==> src/psr_pkg.sv <==
package psr_pkg;

    // ------------------------------------------------------------
    // Register map (Wishbone, byte addresses)
    // ------------------------------------------------------------
    localparam logic [7:0] ADDR_CTRL = 8'h00;
    localparam logic [7:0] ADDR_STATUS = 8'h04;
    localparam logic [7:0] ADDR_RECFG = 8'h08;
    localparam logic [7:0] ADDR_LOCKCNT = 8'h0C;

    // CTRL fields
    localparam int CTRL_RESET_BIT = 0;
    localparam int CTRL_SWITCH_BIT = 1;
    localparam int CTRL_PFD_EN_BIT = 2;
    localparam int CTRL_SELF_RST_BIT = 3;
    localparam int CTRL_GATE_LSB = 8;
    localparam logic [31:0] CTRL_RESET_VAL = 32'h0000_0004;

    // STATUS fields
    localparam int ST_LOCK_BIT = 4;
    localparam int ST_ACTIVE_BIT = 3;
    localparam int ST_LOSS0_BIT = 2;
    localparam int ST_LOSS1_BIT = 1;
    localparam int ST_RCDONE_BIT = 0;
    localparam int ST_BUSY_BIT = 5;

    // RECFG write fields: 0 = post-scale only, 1 = feedback/pre-divider/phase
    localparam int RC_CORE_BIT = 0;

    // ------------------------------------------------------------
    // Timing
    // ------------------------------------------------------------
    localparam int CLK_PERIOD_NS = 10;
    localparam int RESET_PULSE_NS = 10;
    localparam int RESET_PULSE_CYC =
        ((RESET_PULSE_NS + CLK_PERIOD_NS - 1) / CLK_PERIOD_NS) < 1 ? 1 :
        ((RESET_PULSE_NS + CLK_PERIOD_NS - 1) / CLK_PERIOD_NS);
    localparam int LOCK_CYC_DEF = 64;
    localparam int LOSS_CYC_DEF = 16;
    localparam int NUM_OUTS = 5;
    localparam logic [NUM_OUTS-1:0] GATE_RESET_VAL = 5'h00;

    typedef enum logic [1:0] {
        PSR_SEL_IDLE,
        PSR_SEL_GATE,
        PSR_SEL_WAIT_NEW
    } psr_sel_e;

    typedef struct packed {
        logic lock;
        logic active_secondary;
        logic loss_primary;
        logic loss_secondary;
        logic recfg_done;
    } psr_status_s;

endpackage

==> src/psr_ctrl.sv <==
// Added by the designer: the Wishbone slave port and the placing of the registers.
`timescale 1ns/10ps
// ------------------------------------------------------------
// Contract
// - Glitch-free switch cannot leave the current clock unless it toggles.
// - Core reconfiguration drops lock; post-scale-only changes leave lock alone.
// - Reset drops lock; lock stays low until reacquired.
// - Phase-detector disable lets lock be lost.
// - Lock output provided; optional self-reset on loss of lock.
// - Five output clocks, each to core or external pin.
// - No output enable; reset stops all output clocks. Code also gates each output from CTRL bits 8-12.
// - Loss flags reliable only within 20% frequency difference.
// - Relock after switchover takes a finite resynchronisation time.
// - Reconfiguration-done clears only on PLL reset.
// - Only the rising request edge switches; falling edge never switches back.
// - Switch waits until the target reference toggles.
// - Selected-input indicator changes when the multiplexer completes a switch.
// ------------------------------------------------------------
module psr_ctrl #(
    parameter int LOCK_CYC = psr_pkg::LOCK_CYC_DEF,
    parameter int LOSS_CYC = psr_pkg::LOSS_CYC_DEF
) (
    input wire logic clk_i,
    input wire logic rst_i,
    input wire logic wb_cyc_i,
    input wire logic wb_stb_i,
    input wire logic wb_we_i,
    input wire logic [7:0] wb_adr_i,
    input wire logic [3:0] wb_sel_i,
    input wire logic [31:0] wb_dat_i,
    output logic [31:0] wb_dat_o,
    output logic wb_ack_o,
    output logic wb_err_o,
    input wire logic primary_reference_clock_i,
    input wire logic secondary_reference_clock_i,
    output logic [psr_pkg::NUM_OUTS-1:0] out_clk_enable_o,
    output logic phase_frequency_detector_en_o,
    output logic downstream_reset_o,
    output psr_pkg::psr_status_s status_o
);
    import psr_pkg::*;

    // ------------------------------------------------------------
    // Reference input sampling
    // ------------------------------------------------------------
    logic [2:0] ref0_sync_ff;
    logic [2:0] ref1_sync_ff;
    logic ref0_lvl_ff;
    logic ref1_lvl_ff;
    logic ref0_edge;
    logic ref1_edge;

    always_ff @(posedge clk_i) begin
        if (rst_i) begin
            ref0_sync_ff <= 3'h0;
            ref1_sync_ff <= 3'h0;
        end else begin
            ref0_sync_ff <= {ref0_sync_ff[1:0], primary_reference_clock_i};
            ref1_sync_ff <= {ref1_sync_ff[1:0], secondary_reference_clock_i};
        end
    end

    // Level counts only when stages two and three agree
    always_ff @(posedge clk_i) begin
        if (rst_i) begin
            ref0_lvl_ff <= 1'b0;
            ref1_lvl_ff <= 1'b0;
        end else begin
            if (ref0_sync_ff[1] == ref0_sync_ff[2]) begin
                ref0_lvl_ff <= ref0_sync_ff[2];
            end
            if (ref1_sync_ff[1] == ref1_sync_ff[2]) begin
                ref1_lvl_ff <= ref1_sync_ff[2];
            end
        end
    end

    assign ref0_edge = (ref0_sync_ff[1] == ref0_sync_ff[2]) && (ref0_sync_ff[2] != ref0_lvl_ff);
    assign ref1_edge = (ref1_sync_ff[1] == ref1_sync_ff[2]) && (ref1_sync_ff[2] != ref1_lvl_ff);

    // ------------------------------------------------------------
    // Loss detection
    // ------------------------------------------------------------
    // Timeout only; frequency comparison is out of scope, so flags assume
    // the two references lie within 20% of each other
    logic [15:0] loss0_cnt_ff;
    logic [15:0] loss1_cnt_ff;
    logic loss0;
    logic loss1;

    always_ff @(posedge clk_i) begin
        if (rst_i || ref0_edge) begin
            loss0_cnt_ff <= 16'h0000;
        end else if (!loss0) begin
            loss0_cnt_ff <= loss0_cnt_ff + 16'h0001;
        end
    end

    always_ff @(posedge clk_i) begin
        if (rst_i || ref1_edge) begin
            loss1_cnt_ff <= 16'h0000;
        end else if (!loss1) begin
            loss1_cnt_ff <= loss1_cnt_ff + 16'h0001;
        end
    end

    assign loss0 = loss0_cnt_ff >= 16'(LOSS_CYC);
    assign loss1 = loss1_cnt_ff >= 16'(LOSS_CYC);

    // ------------------------------------------------------------
    // Register bus
    // ------------------------------------------------------------
    logic [31:0] ctrl_ff;
    logic wr_req;
    logic rd_req;
    logic addr_ok;
    logic switch_pulse;
    logic recfg_core;
    logic recfg_any;
    logic lock_sync_ff;
    logic active_ff;
    logic recfg_done_ff;
    logic sel_busy;
    logic [15:0] lock_cnt_ff;
    logic self_reset_ff;
    logic pll_reset;

    assign addr_ok = (wb_adr_i == ADDR_CTRL) || (wb_adr_i == ADDR_STATUS) ||
                     (wb_adr_i == ADDR_RECFG) || (wb_adr_i == ADDR_LOCKCNT);
    assign wr_req = wb_cyc_i && wb_stb_i && wb_we_i && !wb_ack_o && !wb_err_o && addr_ok;
    assign rd_req = wb_cyc_i && wb_stb_i && !wb_we_i && !wb_ack_o && !wb_err_o;

    always_ff @(posedge clk_i) begin
        if (rst_i) begin
            wb_ack_o <= 1'b0;
            wb_err_o <= 1'b0;
        end else begin
            wb_ack_o <= wb_cyc_i && wb_stb_i && !wb_ack_o && !wb_err_o && addr_ok;
            wb_err_o <= wb_cyc_i && wb_stb_i && !wb_ack_o && !wb_err_o && !addr_ok;
        end
    end

    always_ff @(posedge clk_i) begin
        if (rst_i) begin
            ctrl_ff <= CTRL_RESET_VAL;
        end else if (wr_req && wb_adr_i == ADDR_CTRL) begin
            for (int b = 0; b < 4; b++) begin
                if (wb_sel_i[b]) begin
                    ctrl_ff[b*8 +: 8] <= wb_dat_i[b*8 +: 8];
                end
            end
        end
    end

    // Request edge is seen on the written bit, not its level
    logic switch_req_d_ff;
    always_ff @(posedge clk_i) begin
        if (rst_i) begin
            switch_req_d_ff <= 1'b0;
        end else begin
            switch_req_d_ff <= ctrl_ff[CTRL_SWITCH_BIT];
        end
    end
    assign switch_pulse = ctrl_ff[CTRL_SWITCH_BIT] && !switch_req_d_ff;

    assign recfg_any = wr_req && (wb_adr_i == ADDR_RECFG) && wb_sel_i[0];
    assign recfg_core = recfg_any && wb_dat_i[RC_CORE_BIT];

    always_ff @(posedge clk_i) begin
        if (rst_i) begin
            wb_dat_o <= 32'h0000_0000;
        end else if (rd_req) begin
            case (wb_adr_i)
                ADDR_CTRL: wb_dat_o <= ctrl_ff;
                ADDR_STATUS: wb_dat_o <= {26'h0, sel_busy, status_o};
                ADDR_LOCKCNT: wb_dat_o <= {16'h0, lock_cnt_ff};
                default: wb_dat_o <= 32'h0000_0000;
            endcase
        end
    end

    // ------------------------------------------------------------
    // Source selection
    // ------------------------------------------------------------
    psr_sel_e sel_state_ff;

    always_ff @(posedge clk_i) begin
        if (rst_i) begin
            sel_state_ff <= PSR_SEL_IDLE;
            active_ff <= 1'b0;
        end else begin
            case (sel_state_ff)
                PSR_SEL_IDLE: begin
                    if (switch_pulse) begin
                        sel_state_ff <= PSR_SEL_GATE;
                    end
                end
                // Leave old clock only on its own edge
                PSR_SEL_GATE: begin
                    if (active_ff ? ref1_edge : ref0_edge) begin
                        sel_state_ff <= PSR_SEL_WAIT_NEW;
                    end
                end
                PSR_SEL_WAIT_NEW: begin
                    if (active_ff ? ref0_edge : ref1_edge) begin
                        active_ff <= !active_ff;
                        sel_state_ff <= PSR_SEL_IDLE;
                    end
                end
                default: sel_state_ff <= PSR_SEL_IDLE;
            endcase
        end
    end
    assign sel_busy = sel_state_ff != PSR_SEL_IDLE;

    // ------------------------------------------------------------
    // Lock model
    // ------------------------------------------------------------
    logic lock_raw;
    logic cur_ref_edge;
    logic cur_loss;

    assign pll_reset = ctrl_ff[CTRL_RESET_BIT] || self_reset_ff;
    assign cur_ref_edge = active_ff ? ref1_edge : ref0_edge;
    assign cur_loss = active_ff ? loss1 : loss0;

    // Counter restarts on reset, core reconfig, loss, switch or detector off
    always_ff @(posedge clk_i) begin
        if (rst_i || pll_reset) begin
            lock_cnt_ff <= 16'h0000;
        end else if (recfg_core || cur_loss || sel_busy) begin
            lock_cnt_ff <= 16'h0000;
        end else if (!ctrl_ff[CTRL_PFD_EN_BIT]) begin
            lock_cnt_ff <= 16'h0000;
        end else if (cur_ref_edge && !lock_raw) begin
            lock_cnt_ff <= lock_cnt_ff + 16'h0001;
        end
    end
    assign lock_raw = lock_cnt_ff >= 16'(LOCK_CYC);

    // Registered so downstream release never sees a raw count glitch
    always_ff @(posedge clk_i) begin
        if (rst_i || pll_reset) begin
            lock_sync_ff <= 1'b0;
        end else begin
            lock_sync_ff <= lock_raw;
        end
    end

    // Self-reset: one pulse on loss of a held lock
    always_ff @(posedge clk_i) begin
        if (rst_i) begin
            self_reset_ff <= 1'b0;
        end else begin
            self_reset_ff <= ctrl_ff[CTRL_SELF_RST_BIT] && lock_sync_ff && !lock_raw;
        end
    end

    // Hardware set wins over reset clear
    always_ff @(posedge clk_i) begin
        if (rst_i) begin
            recfg_done_ff <= 1'b0;
        end else if (recfg_any) begin
            recfg_done_ff <= 1'b1;
        end else if (pll_reset) begin
            recfg_done_ff <= 1'b0;
        end
    end

    // ------------------------------------------------------------
    // Outputs
    // ------------------------------------------------------------
    always_ff @(posedge clk_i) begin
        if (rst_i) begin
            out_clk_enable_o <= GATE_RESET_VAL;
            phase_frequency_detector_en_o <= 1'b0;
            downstream_reset_o <= 1'b1;
        end else begin
            out_clk_enable_o <= pll_reset ? GATE_RESET_VAL :
                ctrl_ff[CTRL_GATE_LSB +: NUM_OUTS];
            phase_frequency_detector_en_o <= ctrl_ff[CTRL_PFD_EN_BIT];
            downstream_reset_o <= !lock_sync_ff;
        end
    end

    assign status_o = '{lock: lock_sync_ff, active_secondary: active_ff,
                        loss_primary: loss0, loss_secondary: loss1,
                        recfg_done: recfg_done_ff};

    // ------------------------------------------------------------
    // Checks
    // ------------------------------------------------------------
    property p_reset_drops_lock;
        @(posedge clk_i) disable iff (rst_i)
        pll_reset |=> !lock_sync_ff;
    endproperty
    a_reset_drops_lock: assert property (p_reset_drops_lock)
        else $error("lock high after pll reset");

    property p_reset_gates_out;
        @(posedge clk_i) disable iff (rst_i)
        pll_reset |=> out_clk_enable_o == GATE_RESET_VAL;
    endproperty
    a_reset_gates_out: assert property (p_reset_gates_out)
        else $error("output clocks running during reset");

    property p_core_recfg_drops;
        @(posedge clk_i) disable iff (rst_i)
        recfg_core |=> ##1 !lock_sync_ff;
    endproperty
    a_core_recfg_drops: assert property (p_core_recfg_drops)
        else $error("lock held across core reconfiguration");

    property p_pfd_off_no_lock;
        @(posedge clk_i) disable iff (rst_i)
        !ctrl_ff[CTRL_PFD_EN_BIT] [*2] |=> !lock_raw;
    endproperty
    a_pfd_off_no_lock: assert property (p_pfd_off_no_lock)
        else $error("lock kept with detector off");

    property p_done_clear;
        @(posedge clk_i) disable iff (rst_i)
        $fell(recfg_done_ff) |-> $past(pll_reset);
    endproperty
    a_done_clear: assert property (p_done_clear)
        else $error("done flag cleared without reset");

    property p_active_change;
        @(posedge clk_i) disable iff (rst_i)
        $changed(active_ff) |-> $past(sel_state_ff) == PSR_SEL_WAIT_NEW;
    endproperty
    a_active_change: assert property (p_active_change)
        else $error("active input changed outside switch");

    property p_fall_no_switch;
        @(posedge clk_i) disable iff (rst_i)
        sel_state_ff == PSR_SEL_IDLE && !switch_pulse |=> sel_state_ff == PSR_SEL_IDLE;
    endproperty
    a_fall_no_switch: assert property (p_fall_no_switch)
        else $error("switch started without rising request");

    property p_downstream_hold;
        @(posedge clk_i) disable iff (rst_i)
        !lock_sync_ff |=> downstream_reset_o;
    endproperty
    a_downstream_hold: assert property (p_downstream_hold)
        else $error("downstream released before lock");

endmodule // psr_ctrl

==> config.mk <==
export PLATFORM = sky130hd
export DESIGN_NAME = psr_ctrl
export DESIGN_NICKNAME = d
export VERILOG_FILES = /design/src/psr_pkg.sv /design/src/psr_ctrl.sv
export SDC_FILE = /design/constraint.sdc
export NUM_CORES = 1
export LEC_CHECK = 0
export BUFFER_PORTS_ARGS = -buffer_cell sky130_fd_sc_hd__buf_4
export CORE_UTILIZATION = 59
export CTS_CLUSTER_DIAMETER = 40
export CTS_CLUSTER_SIZE = 12
export DETAILED_ROUTE_END_ITERATION = 7
export PLACE_DENSITY_LB_ADDON = 0.25
export SLEW_MARGIN = 15
export SYNTH_ARGS = -nofsm -noshare
export SYNTH_HDL_FRONTEND = slang
export SYNTH_SLANG_ARGS = --single-unit
==> constraint.sdc <==
create_clock -name clk_i -period 3.3 [get_ports clk_i]
set_input_delay 0.495 -clock clk_i [delete_from_list [all_inputs] [get_ports clk_i]]
set_output_delay 0.495 -clock clk_i [all_outputs]
set_load 0.01 [all_outputs]
==> metrics.txt <==
status finished clean; Synth Instances 508; Worst Hold Class input pin to flip-flop; Starting Density 0.6151; detailed placement HPWL 7.563 mm; Setup TNS 0 ns; critical path class flip-flop to primary output; Multi-input gate area 2173 um^2; cell taking the most area after synthesis dfxtp_1; Synth Flop Type dfxtp_1; Area growth, synth to finish 25.32%; VDD IR-drop max 395.5 uV; Synth top cells by count dfxtp_1, nor2_1, mux2i_1, nand2_1, and2_1; Slew Viols, Final 0; Worst Tran Pin Value 0.8978 ns; Final setup viols 0; Worst slew margin 0.4014; post-route clock period utilization 0.6920; Reg clk slew, reported paths 0.06 ns; DR pass1 iterations 5; startpoint types flip-flop; WL final 11.30 mm; RSZ-0062 raised after global routing no; Die X 95.02 um; proportion of layout cells with a drive suffix above 1 0.2619; clk sink count 136; Tot GR Track Use 0.2623; CTS Hold Buffers Added 0; Max FO, Critical Path 8; post-route ant nets 0; max-cap viol count 0; Final Critical Period 2.283 ns; Synth Register Bits 136; Crit. End Element primary output; port bufs 96; first-pass GRT wire length 17.89 mm; die area 9029 um^2; CTS tree yes; power density over the cells 560.2 nW/um^2; Synth warnings 0; Synth async-reset ratio 0; gr ovfl total 0; Diodes inserted 0; CTS buffer count 17; Vias/cell 5.525; deepest clock path buffer count 2; Fin. Hold Viols 0; Synth Net Count 565; Final Wtd Congestion 0.8651; Nets 655; root buf cell clkbuf_8; sequential cell area 2723 um^2; chip height 95.02 um; vias post-DR 3956; leakage 2.810 nW; number of enable flip-flop cells after synthesis 0; largest net degree at the start of global routing 72; Netlist cell types 46; most frequent cell after synthesis dfxtp_1; Ports 97; Post-CTS Setup Inserts 0; Final Core Density 0.7708; Worst-Skew Late Latency 0.50 ns; H-tree levels 4; highest clock rate 437.9 MHz; syn avg cell area 10.05 um^2; Iteration-0 DRC Markers 207; WP data required 2.80 ns; antenna violations before repair 0; Seq/Total Area, Yosys 0.5333; Post-Synthesis Cell Area 5105 um^2; DR DRC count 0; Fin Clk Skew 0.01157 ns; top-area cell type share of the netlist area 0.5333; num rows 33; vias in the first global route 3770; DR WL/cell 15.78 um; WP data arrival 1.79 ns; fillers 573; synth top area cells dfxtp_1, mux2i_1, nor2_1; worst hold slack 0.2161 ns; Resized Gates After CTS 0; core area 8299 um^2
[critical path: stages, from the launching register on]
cell and delay [ns]:
dfxtp_1 0.31, nor4_1 0.33, and3_1 0.41, inv_1 0.09, buf_4 0.15
[state kept, by name (all words and copies together), names as in the netlist, 2 cells and up]
name              flops
loss1_cnt_ff         16
out_clk_enable_o      5
ctrl_ff              32
lock_cnt_ff          16
loss0_cnt_ff         16
sel_state_ff          2
wb_dat_o             32
ref1_sync_ff          3
ref0_sync_ff          3
[cell type report]
class / instances / share of cell area
timing repair buffer: 101 / 0.1185
inverter: 12 / 0.007041
tap: 105 / 0.02054
multi-input combinational: 330 / 0.3397
clock inverter: 14 / 0.02327
sequential: 136 / 0.4256
clock buffer: 18 / 0.06532
[power breakdown]
part / internal (mW) / switching [mW] / total, mW
Clock: 1.08 / 0.710 / 1.79
Combinational: 0.0600 / 0.0720 / 0.132
Sequential: 1.65 / 0.00988 / 1.66
[metrics by stage]
step | std cells | area, um^2 | power (mW) | setup WS [ns]
4_1_cts | 716 | 6397 | 3.602 | 0.9751
5_1_grt | 716 | 6397 | 3.698 | 0.8624
3_3_place_gp | 684 | 5831 | 1.826 | 1.104
2_1_floorplan | 508 | 5105 | 1.760 | 1.599
3_5_place_dp | 684 | 5831 | 1.830 | 1.077
6_report | 716 | 6397 | 3.584 | 1.017
[worst paths after layout]
check                           startpoint                    endpoint  slack (ns)  depth (start not counted)
max          loss0_cnt_ff[15]$_SDFFE_PP0N_                 status_o[2]        1.02                          4
min                            wb_dat_i[2]     ctrl_ff[2]$_SDFFE_PP1P_        0.22                          3
max reg2reg            wb_ack_o$_SDFF_PP0_   wb_dat_o[15]$_SDFFE_PP0P_        1.25                          5
min reg2reg     ref1_sync_ff[0]$_SDFF_PP0_  ref1_sync_ff[1]$_SDFF_PP0_        0.43                          1
[layer usage]
metal / track usage / wire length, um / up-vias
met2: 0.4245 / 5497 / 112
met3: 0.08054 / 738 / 10
met5: 0 / 0 / -
li1: - / - / 1926
met1: 0.3254 / 4917 / 1908
met4: 0.1061 / 147 / 0
[cell usage in the layout, fill, tap and decap left out, types with 10 or more instances in the layout]
master,Yosys,layout
dfxtp_1,136,136
o21ai_0,21,21
a22oi_2,10,10
and3_1,15,15
mux2i_1,36,36
nand2_1,34,34
inv_1,12,12
nor4_1,11,11
nor2b_1,10,10
nor2_1,64,64
buf_4,8,101
clkbuf_16,0,16
and2_1,29,29
a22oi_1,20,20
nor2_2,10,10
[logic make-up (layout without fill, tap and decap cells)]
logic type               count (synthesis)  in the layout  synth area share
AND/OR/NAND/NOR                        206            206            0.2194
flip-flops                             136            136            0.5333
AO/OA/AOI/OAI                           71             71            0.1022
buffers and inverters                   42            145           0.04093
multiplexers                            36             36           0.07059
XOR/XNOR                                11             11           0.01887
adder cells (fa/ha/maj)                  6              6           0.01471
No activity file was read; power rests on OpenSTA's default activity.
